===== src/logic/pmr_pkg.sv =====
/*
  Package for the power-mode and reset controller: mode codes, enable
  bundle, state codes and timing constants.
  Assumes a single 40 MHz system clock and synchronous active-high reset.
*/
package pmr_pkg;

  typedef enum logic [2:0] {
    PMR_MODE_DEEP_SLEEP = 3'h0,
    PMR_MODE_SLEEP      = 3'h1,
    PMR_MODE_XTAL_ON    = 3'h2,
    PMR_MODE_SYNTH_ON   = 3'h3,
    PMR_MODE_LISTEN_PS  = 3'h4,
    PMR_MODE_LISTEN     = 3'h5,
    PMR_MODE_TX         = 3'h6
  } pmr_mode_t;

  typedef struct packed {
    logic reg_en;
    logic xtal_en;
    logic synth_en;
    logic rx_fe_en;
    logic rx_bb_en;
    logic tx_en;
  } pmr_en_t;

  typedef enum logic [2:0] {
    PMR_ST_RESET = 3'h0,
    PMR_ST_CAL   = 3'h1,
    PMR_ST_RUN   = 3'h2
  } pmr_state_t;

  localparam pmr_en_t PMR_EN_NONE = '0;

  // chain step time, regulator -> oscillator -> synthesizer
  localparam int PMR_STEP_NS     = 1000;
  localparam int PMR_CLK_NS      = 25;
  localparam int PMR_STEP_CYCLES = (PMR_STEP_NS + PMR_CLK_NS - 1) / PMR_CLK_NS;
  localparam int PMR_CAL_CYCLES  = 64;
  localparam int PMR_BATT_W      = 5;
  localparam int PMR_IRQ_W       = 8;
  localparam int PMR_RDY_BIT     = 0;
  localparam int PMR_BATT_BIT    = 1;
  localparam int PMR_CNT_W       = 16;

endpackage : pmr_pkg


===== src/logic/pmr_ctrl.sv =====
/*
  Power-mode and reset controller: maps requested modes onto block enables,
  walks the enable chain, runs post-reset calibration and drives the
  active-low interrupt.
  Assumes clk is derived from the crystal reference and sys_rst is synchronous.
*/
// Operation
// deep sleep switches every block off; code keeps regulator and oscillator on during calibration
// each mode enables its listed blocks
// low reset pin holds logic in reset
// reset release starts calibration automatically
// calibration done sets ready flag
// logic runs from crystal reference clock
// battery monitor threshold is five bits
// interrupt only for enabled, unmasked sources
// bring up regulator, oscillator, synthesizer in order; code enables regulator and oscillator together at calibration entry
module pmr_ctrl #(
  parameter int CAL_CYCLES  = pmr_pkg::PMR_CAL_CYCLES,
  parameter int STEP_CYCLES = pmr_pkg::PMR_STEP_CYCLES
) (
  input  wire logic                            clk,
  input  wire logic                            sys_rst,
  input  wire logic                            reset_n,
  input  wire pmr_pkg::pmr_mode_t              mode_req,
  input  wire logic [pmr_pkg::PMR_BATT_W-1:0]  batt_thresh,
  input  wire logic [pmr_pkg::PMR_BATT_W-1:0]  batt_level,
  input  wire logic                            cal_done_in,
  input  wire logic [pmr_pkg::PMR_IRQ_W-1:0]   irq_enable,
  input  wire logic [pmr_pkg::PMR_IRQ_W-1:0]   irq_mask_n,
  input  wire logic [pmr_pkg::PMR_IRQ_W-1:0]   irq_clear,
  output pmr_pkg::pmr_en_t                     blk_en,
  output logic                                 cal_run,
  output logic                                 ready_flag,
  output logic                                 radio_off_state,
  output logic [pmr_pkg::PMR_IRQ_W-1:0]        irq_status,
  output logic                                 int_n
);

  typedef logic [pmr_pkg::PMR_CNT_W-1:0] pmr_cnt_t;

  // counter end points, cut to the counter width on purpose
  localparam pmr_cnt_t CAL_LAST  = pmr_cnt_t'(CAL_CYCLES - 1);
  localparam pmr_cnt_t STEP_LOAD = pmr_cnt_t'(STEP_CYCLES);

  pmr_pkg::pmr_state_t                 state_q, state_d;
  pmr_pkg::pmr_en_t                    en_q, en_d, target;
  pmr_cnt_t                            cnt_q, cnt_d;
  // flags: bit0 ready, bit1 battery below threshold
  logic [pmr_pkg::PMR_IRQ_W-1:0]       flag_q, flag_d, ev;
  logic                                rdy_ev;
  logic                                int_n_q, int_n_d;
  logic                                batt_low_q, batt_low_d;

  // per-mode target enables
  always_comb begin
    target = pmr_pkg::PMR_EN_NONE;
    case (mode_req)
      pmr_pkg::PMR_MODE_DEEP_SLEEP: begin
        target = pmr_pkg::PMR_EN_NONE;
      end
      pmr_pkg::PMR_MODE_SLEEP: begin
        target.reg_en   = 1'b1;
        target.xtal_en  = 1'b0;
        target.synth_en = 1'b0;
        target.rx_fe_en = 1'b0;
        target.rx_bb_en = 1'b0;
        target.tx_en    = 1'b0;
      end
      pmr_pkg::PMR_MODE_XTAL_ON: begin
        target.reg_en   = 1'b1;
        target.xtal_en  = 1'b1;
        target.synth_en = 1'b0;
        target.rx_fe_en = 1'b0;
        target.rx_bb_en = 1'b0;
        target.tx_en    = 1'b0;
      end
      pmr_pkg::PMR_MODE_SYNTH_ON: begin
        target.reg_en   = 1'b1;
        target.xtal_en  = 1'b1;
        target.synth_en = 1'b1;
        target.rx_fe_en = 1'b0;
        target.rx_bb_en = 1'b0;
        target.tx_en    = 1'b0;
      end
      pmr_pkg::PMR_MODE_LISTEN_PS: begin
        target.reg_en   = 1'b1;
        target.xtal_en  = 1'b1;
        target.synth_en = 1'b1;
        target.rx_fe_en = 1'b1;
        target.rx_bb_en = 1'b0;
        target.tx_en    = 1'b0;
      end
      pmr_pkg::PMR_MODE_LISTEN: begin
        target.reg_en   = 1'b1;
        target.xtal_en  = 1'b1;
        target.synth_en = 1'b1;
        target.rx_fe_en = 1'b1;
        target.rx_bb_en = 1'b1;
        target.tx_en    = 1'b0;
      end
      pmr_pkg::PMR_MODE_TX: begin
        target.reg_en   = 1'b1;
        target.xtal_en  = 1'b1;
        target.synth_en = 1'b1;
        target.rx_fe_en = 1'b0;
        target.rx_bb_en = 1'b0;
        target.tx_en    = 1'b1;
      end
      default: target = pmr_pkg::PMR_EN_NONE;
    endcase
  end

  // sequencer: reset, calibration, then run with chained enables
  always_comb begin
    state_d = state_q;
    en_d    = en_q;
    cnt_d   = cnt_q;
    rdy_ev  = 1'b0;
    case (state_q)
      pmr_pkg::PMR_ST_RESET: begin
        en_d  = pmr_pkg::PMR_EN_NONE;
        cnt_d = '0;
        if (reset_n) begin
          state_d = pmr_pkg::PMR_ST_CAL;
        end
      end
      pmr_pkg::PMR_ST_CAL: begin
        en_d.reg_en  = 1'b1;
        en_d.xtal_en = 1'b1;
        cnt_d = cnt_q + 1'b1;
        // an early done from the analog side cuts the wait short
        if (cal_done_in || cnt_q == CAL_LAST) begin
          state_d = pmr_pkg::PMR_ST_RUN;
          rdy_ev  = 1'b1;
          cnt_d = '0;
        end
      end
      pmr_pkg::PMR_ST_RUN: begin
        // hold each chain step for its settle time
        if (cnt_q != '0) begin
          cnt_d = cnt_q - 1'b1;
        end else if (target.reg_en && !en_q.reg_en) begin
          en_d.reg_en = 1'b1;
          cnt_d = STEP_LOAD;
        end else if (target.xtal_en && !en_q.xtal_en) begin
          en_d.xtal_en = 1'b1;
          cnt_d = STEP_LOAD;
        end else if (target.synth_en && !en_q.synth_en) begin
          en_d.synth_en = 1'b1;
          cnt_d = STEP_LOAD;
        end else begin
          // downstream stages follow only once the chain is up
          en_d = target;
          if (target.rx_fe_en || target.rx_bb_en || target.tx_en) begin
            en_d.reg_en   = 1'b1;
            en_d.xtal_en  = 1'b1;
            en_d.synth_en = 1'b1;
          end
        end
        // deep sleep skips the chain and drops everything at once
        if (mode_req == pmr_pkg::PMR_MODE_DEEP_SLEEP) begin
          en_d  = pmr_pkg::PMR_EN_NONE;
          cnt_d = '0;
        end
      end
      default: state_d = pmr_pkg::PMR_ST_RESET;
    endcase
    if (!reset_n) begin
      state_d = pmr_pkg::PMR_ST_RESET;
      en_d    = pmr_pkg::PMR_EN_NONE;
      cnt_d   = '0;
    end
  end

  // sticky flags, set wins over clear; interrupt gated by enable and mask
  always_comb begin
    batt_low_d = (batt_level < batt_thresh);
    ev                        = '0;
    ev[pmr_pkg::PMR_RDY_BIT]  = rdy_ev;
    ev[pmr_pkg::PMR_BATT_BIT] = batt_low_d && !batt_low_q;
    flag_d  = (flag_q & ~irq_clear) | ev;
    int_n_d = ~|(flag_q & irq_enable & irq_mask_n);
    // pin reset also quiets the interrupt line in the same edge
    if (!reset_n) begin
      flag_d  = '0;
      int_n_d = 1'b1;
    end
  end

  // sequencer registers on the crystal-derived clock
  always_ff @(posedge clk) begin
    if (sys_rst) begin
      state_q <= pmr_pkg::PMR_ST_RESET;
      en_q    <= pmr_pkg::PMR_EN_NONE;
      cnt_q   <= '0;
    end else begin
      state_q <= state_d;
      en_q    <= en_d;
      cnt_q   <= cnt_d;
    end
  end

  // flag and interrupt registers, same clock
  always_ff @(posedge clk) begin
    if (sys_rst) begin
      flag_q     <= '0;
      int_n_q    <= 1'b1;
      batt_low_q <= 1'b0;
    end else begin
      flag_q     <= flag_d;
      int_n_q    <= int_n_d;
      batt_low_q <= batt_low_d;
    end
  end

  assign blk_en          = en_q;
  assign cal_run         = (state_q == pmr_pkg::PMR_ST_CAL);
  assign ready_flag      = flag_q[pmr_pkg::PMR_RDY_BIT];
  assign radio_off_state = en_q.reg_en && !en_q.synth_en;
  assign irq_status      = flag_q;
  assign int_n           = int_n_q;

endmodule : pmr_ctrl


===== config.mk =====
export PLATFORM = sky130hd
export DESIGN_NAME = pmr_ctrl
export DESIGN_NICKNAME = d
export VERILOG_FILES = /design/src/logic/pmr_pkg.sv /design/src/logic/pmr_ctrl.sv
export SDC_FILE = /design/constraint.sdc
export NUM_CORES = 1
export LEC_CHECK = 0
export ABC_AREA = 1
export BUFFER_PORTS_ARGS = -buffer_cell sky130_fd_sc_hd__buf_4
export CORE_MARGIN = 2
export CORE_UTILIZATION = 55
export DETAILED_ROUTE_END_ITERATION = 10
export GPL_TIMING_DRIVEN = 0
export PLACE_DENSITY = 0.77
export SYNTH_ARGS = -nofsm -noshare
export SYNTH_HDL_FRONTEND = slang
export SYNTH_SLANG_ARGS = --single-unit

===== constraint.sdc =====
create_clock -name clk -period 2.4 [get_ports clk]
set_clock_uncertainty 0.05 [all_clocks]
set_input_delay 0.6 -clock clk [delete_from_list [all_inputs] [get_ports clk]]
set_output_delay 0.6 -clock clk [all_outputs]
set_load 0.05 [all_outputs]

==> flow_summary.yaml, run 1 <==
cts:
  cts_root_buf: "clkbuf_8"
  insertion_delay_ns: 0.28
  htree_num_levels: 2
  post_cts_resized: 0
  cts_setup_buffers: 0
  cts_sinks: 34
  path_clk_slew_ns: 0.07
  cts_buffer_depth: 2
  cts_made_buffers: 5
  hold_buffers: 0
  cts_tree: "yes"
routing:
  wire_per_inst_um: 12.2
  drcViolationCount: 0
  drtPass1Iterations: 4
  num_vias: 2845
  antenna_left: 0
  routed_wl_um: 6670
  vias_per_cell: 5.19
  drtIter0Drc: 174
finish:
  fillers: 468
  fin_util: 0.690
  seq_area_um2: 681
  multiInputGateArea_um2: 1640
  area_growth_pct: 22.8
  fin_area_um2: 3200
  drive_above_1_share: 0.213
  nNetsFinal: 545
  n_antenna_cell: 0
timing:
  worst_pin_slew_ns: 0.636
  finalSetupViolCount: 0
  post-route-min-period_ns: 1.99
  slew_headroom: 0.576
  slew_violations: 0
  hold_viol_final: 0
  period_share: 0.829
  fin_setup_tns_ns: 0
  max_freq_ghz: 0.503
  rsz0062_at_grt: "false"
grt:
  gr-total-overflow: 0
  grt_pass1_vias: 2535
  grt_max_degree: 11
  grt_antenna_before_repair: 0
  track_usage: 0.268
  grt_pass1_wl_um: 11200
synth:
  synth_top_family_by_area: "simple AND/OR/NAND/NOR gates"
  yosys.area.top_type: "dfxtp_1"
  synthTopCellsByCount: "nand2_1 (134), nor2_1 (50), inv_1 (44), nand3_1 (42), dfxtp_1 (34)"
  async_flop_share: 0
  yosys-top-cells-area: "dfxtp_1 (26%), nand2_1 (19%), nand3_1 (8.1%), nor2_1 (7.2%), inv_1 (6.3%)"
  syn-cell-area_um2: 2600
  synthAdderAreaFrac: 0.0529
  yosys_warnings: 0
  synth.net_count: 480
  synth_compound_area_frac: 0.0948
  synth-simple-area-share: 0.444
  netlist_instances: 428
  synth_cell_type_count: 28
  netlist.area_leader.share: 0.262
  synth_most_common_cell: "nand2_1"
  ys_ff_latch: 34
  synth_mux_area_frac: 0
  ys_seq_area_frac: 0.262
  ys.flop_type: "dfxtp_1"
  synth_xor_area_frac: 0.0404
  synth_edf_count: 0
  synth_area_per_cell_um2: 6.08
outcome:
  status: "finished clean"
run:
  maxCapViolations: 0
worst_setup_path:
  worstPathRequired_ns: 2.52
  cp-end-kind: "flip-flop"
  r2r-start: "cnt_q[1]"
  arrival_ns: 2.11
  crit_type: "reg2reg"
  crit_start: "cnt_q[1]"
  cp_max_fo: 10
  crit_path_start_kind: "flip-flop"
place:
  gp_congestion: 0.914
  placed_area_um2: 3100
  port_buffers: 58
  post-dp-hpwl_um: 5270
power:
  p_per_area_nw_per_um2: 369
  power_leakage_nw: 1.53
  power_frac_clock: 0.367
  swShare: 0.255
  p_int_w: 0.000879
  ir_drop_v: 0.000297
  p_switching_w: 0.000301
  power_frac_comb: 0.147
  power_frac_seq: 0.486
floorplan:
  start_util: 0.562
  die_x_um: 72.8
  top_level_ports: 59
  rows: 25
  die_y_um: 72.8
  core_area_um2: 4630
  die_area_um2: 5300
min_path:
  hold_start: "irq_status[7]"
  min-delay-path-class: "reg2reg"
## layout make-up
type,count,share of cell area
clock inverters,1,0.00157
plain buffers,17,0.0313
flip-flops and latches,34,0.213
multi-input cells,330,0.514
repair buffers,58,0.136
inverters,47,0.0552
clock buffers,7,0.0270
well taps,54,0.0211
## power by group through the flow
stage                     Clock [W]  Combinational [W]  Sequential (W)
after CTS                  0.000442           0.000174        0.000573
after global placement            0           0.000170        0.000586
after detailed placement          0           0.000174        0.000586
after floorplan                   0          0.0000861        0.000593
after global routing       0.000471           0.000191        0.000574
final                      0.000433           0.000173        0.000573
## kinds of logic after synthesis
logic type / after synthesis
AOI/OAI and AO/OA: 45
xor gates and xnor gates: 12
adders and majority gates: 11
buffers and inverters: 64
DFF: 34
and+or+nand+nor: 262
## flip-flops by register name, indices dropped and copies added (netlist names)
name	flops
batt_low_q	1
blk_en	6
cnt_q	16
int_n	1
irq_status	8
state_q	2
## routing by layer
metal	track usage	routed length, µm
met1	0.342	3040
met2	0.455	3170
met3	0.0539	365
met4	0.0823	101
met5	0	0
## layout by cell type (no fill, tap or decap)
cell type,count
o21ai_0,12
nand3_2,4
buf_6,1
nand3b_1,1
nor2_2,9
clkinv_2,1
ha_1,11
inv_2,3
nor3_1,6
clkbuf_1,4
nand3_1,42
buf_2,8
nor2_1,50
o22ai_1,3
clkbuf_8,6
nand2_1,134
nand2_2,5
dfxtp_1,34
nor4_1,1
buf_4,63
xnor2_1,2
nand4_1,6
nor2_4,3
xor2_1,10
o21ai_1,3
a21oi_1,25
nand2_4,1
inv_1,44
o21bai_4,1
o221ai_1,1
## through the flow
step	hold WS, ns	instances	worst slack [ns]	total power, W
final	0.409	548	0.410	0.00118
after global routing	0.400	548	0.266	0.00124
after CTS	0.408	548	0.452	0.00119
after detailed placement	0.399	540	0.293	0.000760
after global placement	0.398	540	0.314	0.000756
after floorplan	0.416	428	0.349	0.000679
## critical path: stages, from the launching register on
cell and delay (ns):
dfxtp_1 0.41, ha_1 0.23, nand3_2 0.15, nor2_1 0.16
nand2_1 0.09, nand3_1 0.18, buf_2 0.28, nand2_1 0.13
o21ai_1 0.14, a21oi_1 0.05
## final timing paths
check                       end  slack [ns]  cells past startpoint
setup reg to reg     state_q[0]        0.41                      9
hold / removal    irq_status[7]        0.41                      2
setup / recovery     state_q[0]        0.41                      9
hold reg to reg   irq_status[7]        0.41                      2
No activity file was read; power rests on OpenSTA's default activity.
==> inputs of run 2 (changes only) <==
--- a/config.mk
+++ b/config.mk
@@ -8,10 +8,10 @@
 export ABC_AREA = 1
 export BUFFER_PORTS_ARGS = -buffer_cell sky130_fd_sc_hd__buf_4
 export CORE_MARGIN = 2
-export CORE_UTILIZATION = 55
+export CORE_UTILIZATION = 49
 export DETAILED_ROUTE_END_ITERATION = 10
 export GPL_TIMING_DRIVEN = 0
-export PLACE_DENSITY = 0.77
+export PLACE_DENSITY = 0.72
 export SYNTH_ARGS = -nofsm -noshare
 export SYNTH_HDL_FRONTEND = slang
 export SYNTH_SLANG_ARGS = --single-unit
==> constraint.sdc (replaced) <==
create_clock -name clk -period 1.82 [get_ports clk]
set_clock_uncertainty 0.05 [all_clocks]
set_input_delay 0.455 -clock clk [delete_from_list [all_inputs] [get_ports clk]]
set_output_delay 0.455 -clock clk [all_outputs]
set_load 0.05 [all_outputs]
==> run 2 against run 1 <==
  * Non-clock buffer count up 1
  * Sequential share of layout area down 0.77 points
  * Cell area up 5.3%
  * Total power up 29%
  * Largest cell class unchanged
  * Die area up 12%
  * Global-route usage down 1.9 points
  * Maximum frequency up 14%
  * Combinational power up 38%
  * Flip-flop and latch count unchanged
==> flow_summary.yaml, run 2 (synthesized netlist as in run 1, its figures left out) <==
outcome:
  status: "finished clean"
grt:
  gr-total-overflow: 0
  grt_pass1_vias: 2814
  grt_antenna_before_repair: 0
  track_usage: 0.249
  grt_pass1_wl_um: 12100
  grt_max_degree: 11
floorplan:
  rows: 26
  start_util: 0.509
  core_area_um2: 5110
  die_area_um2: 5910
  die_y_um: 76.9
  die_x_um: 76.9
  top_level_ports: 59
cts:
  htree_num_levels: 2
  cts_tree: "yes"
  path_clk_slew_ns: 0.07
  cts_root_buf: "clkbuf_8"
  hold_buffers: 0
  cts_sinks: 34
  cts_buffer_depth: 2
  cts_made_buffers: 5
  insertion_delay_ns: 0.28
worst_setup_path:
  r2r-start: "cnt_q[0]"
  r2r_end: "cnt_q[3]"
  cp_num_buf_inv: 1
  crit_start: "cnt_q[0]"
  cp-end-kind: "flip-flop"
  rrSetupSlack_ns: 0.08
  crit_type: "reg2reg"
  arrival_ns: 1.90
  r2r_cells: 9
  crit_path_top_delay_cell: "dfxtp_4"
  crit_family: "simple AND/OR/NAND/NOR gates"
  cp_num_cells: 9
  crit_path_start_kind: "flip-flop"
  crit_path_end: "cnt_q[3]"
  worstPathCellList: "ha_1 -> nand3_2 -> nor2_1 -> nand2_1 -> nand3_2 -> buf_6 -> o21ai_0 -> nand2_1 -> a21oi_1"
  max_stage_delay_ns: 0.37
  worstPathRequired_ns: 1.98
  cp_max_fo: 10
finish:
  n_antenna_cell: 0
  fillers: 497
  final_cell_mix: "nand2_1 (131), buf_4 (65), inv_1 (42), nor2_1 (42), nand3_1 (39)"
  largest_reg_flops: 16
  area_growth_pct: 29.3
  drive_above_1_share: 0.259
  nNetsFinal: 546
  layout_commonest_cell: "nand2_1"
  regMostFlops: "cnt_q"
timing:
  hold_viol_final: 0
  whs_ns: 0.268
  period_share: 0.958
  rsz0062_at_grt: "true"
  slew_violations: 0
  finalWorstSetupSlack_ns: 0.0761
  slew_headroom: 0.585
  worst_pin_slew_ns: 0.623
  finalSetupViolCount: 0
  max_freq_ghz: 0.573
  post-route-min-period_ns: 1.74
routing:
  num_vias: 2844
  drtPass1Iterations: 4
  drcViolationCount: 0
  routed_wl_um: 7150
  antenna_left: 0
  drtIter0Drc: 192
  vias_per_cell: 5.04
  wire_per_inst_um: 12.7
power:
  p_per_area_nw_per_um2: 453
  ir_drop_v: 0.000331
  power_leakage_nw: 1.57
place:
  port_buffers: 58
  post-dp-hpwl_um: 5390
  gp_congestion: 0.954
  pre_cts_slack_ns: -0.164
run:
  maxCapViolations: 0
min_path:
  min-delay-path-class: "in2reg"
## run 2: cell count changes in the layout (fill, tap and decap cells not counted), moves of 2 or more
cell	delta
dfxtp_2	+5
inv_1	-2
buf_2	-5
nor2_2	-3
nor2_4	+11
nor2_1	-8
dfxtp_1	-6
buf_6	+3
nand3_1	-3
nand3_2	+3
nand2_2	+2
buf_4	+2
nand2_1	-3
## run 2: power breakdown
| group | total, W | switching [W] | internal [W] |
|---|---|---|---|
| clock | 0.000530 | 0.000266 | 0.000263 |
| combinational | 0.000239 | 0.000132 | 0.000107 |
| sequential | 0.000756 | 0.00000602 | 0.000750 |
## run 2: area by class of cell
cell class / instances / area (µm²) / share of cell area
multi-input combinational: 330 / 1760 / 0.524
sequential: 34 / 691 / 0.205
clock buffer: 7 / 76.3 / 0.0227
tap: 70 / 87.6 / 0.0260
buffer: 15 / 109 / 0.0324
timing repair buffer: 61 / 458 / 0.136
inverter: 47 / 179 / 0.0532
## run 2: how the worst min path moves through the flow
| stage | start | to | slack, ns | cells past startpoint |
|---|---|---|---|---|
| after detailed placement | irq_status[5] | irq_status[5] | 0.40 | 2 |
| after CTS | irq_clear[4] | irq_status[4] | 0.26 | 2 |
| after global routing | irq_clear[5] | irq_status[5] | 0.26 | 2 |
| after global placement | irq_status[2] | irq_status[2] | 0.40 | 2 |
| final | irq_clear[4] | irq_status[4] | 0.27 | 2 |
| after floorplan | batt_low_q | irq_status[1] | 0.42 | 3 |
## run 2: metrics by stage
| step | power (W) | setup TNS [ns] | instances | cell area (µm²) | utilization |
|---|---|---|---|---|---|
| after CTS | 0.00153 | 0 | 564 | 3230 | 0.633 |
| after detailed placement | 0.00100 | -1.98 | 556 | 3130 | 0.612 |
| final | 0.00152 | 0 | 564 | 3360 | 0.659 |
| after floorplan | 0.000895 | 0 | 428 | 2600 | - |
| after global routing | 0.00159 | -0.127 | 564 | 3360 | 0.659 |
| after global placement | 0.000999 | -1.72 | 556 | 3130 | 0.612 |
## run 2: layer usage
| metal | track usage | share of wire | vias to the layer above |
|---|---|---|---|
| li1 | - | - | 1487 |
| met1 | 0.300 | 0.43 | 1268 |
| met2 | 0.435 | 0.50 | 74 |
| met3 | 0.0459 | 0.044 | 15 |
| met4 | 0.0982 | 0.023 | 0 |
| met5 | 0 | 0 | - |
## run 2: timing repair
item	CTS	global route
pin swaps	1	5
gates resized for setup	8	36
setup buffers	1	2
endpoints found under the setup margin	17	24
gates cloned	0	0
endpoints found under the hold margin	0	0
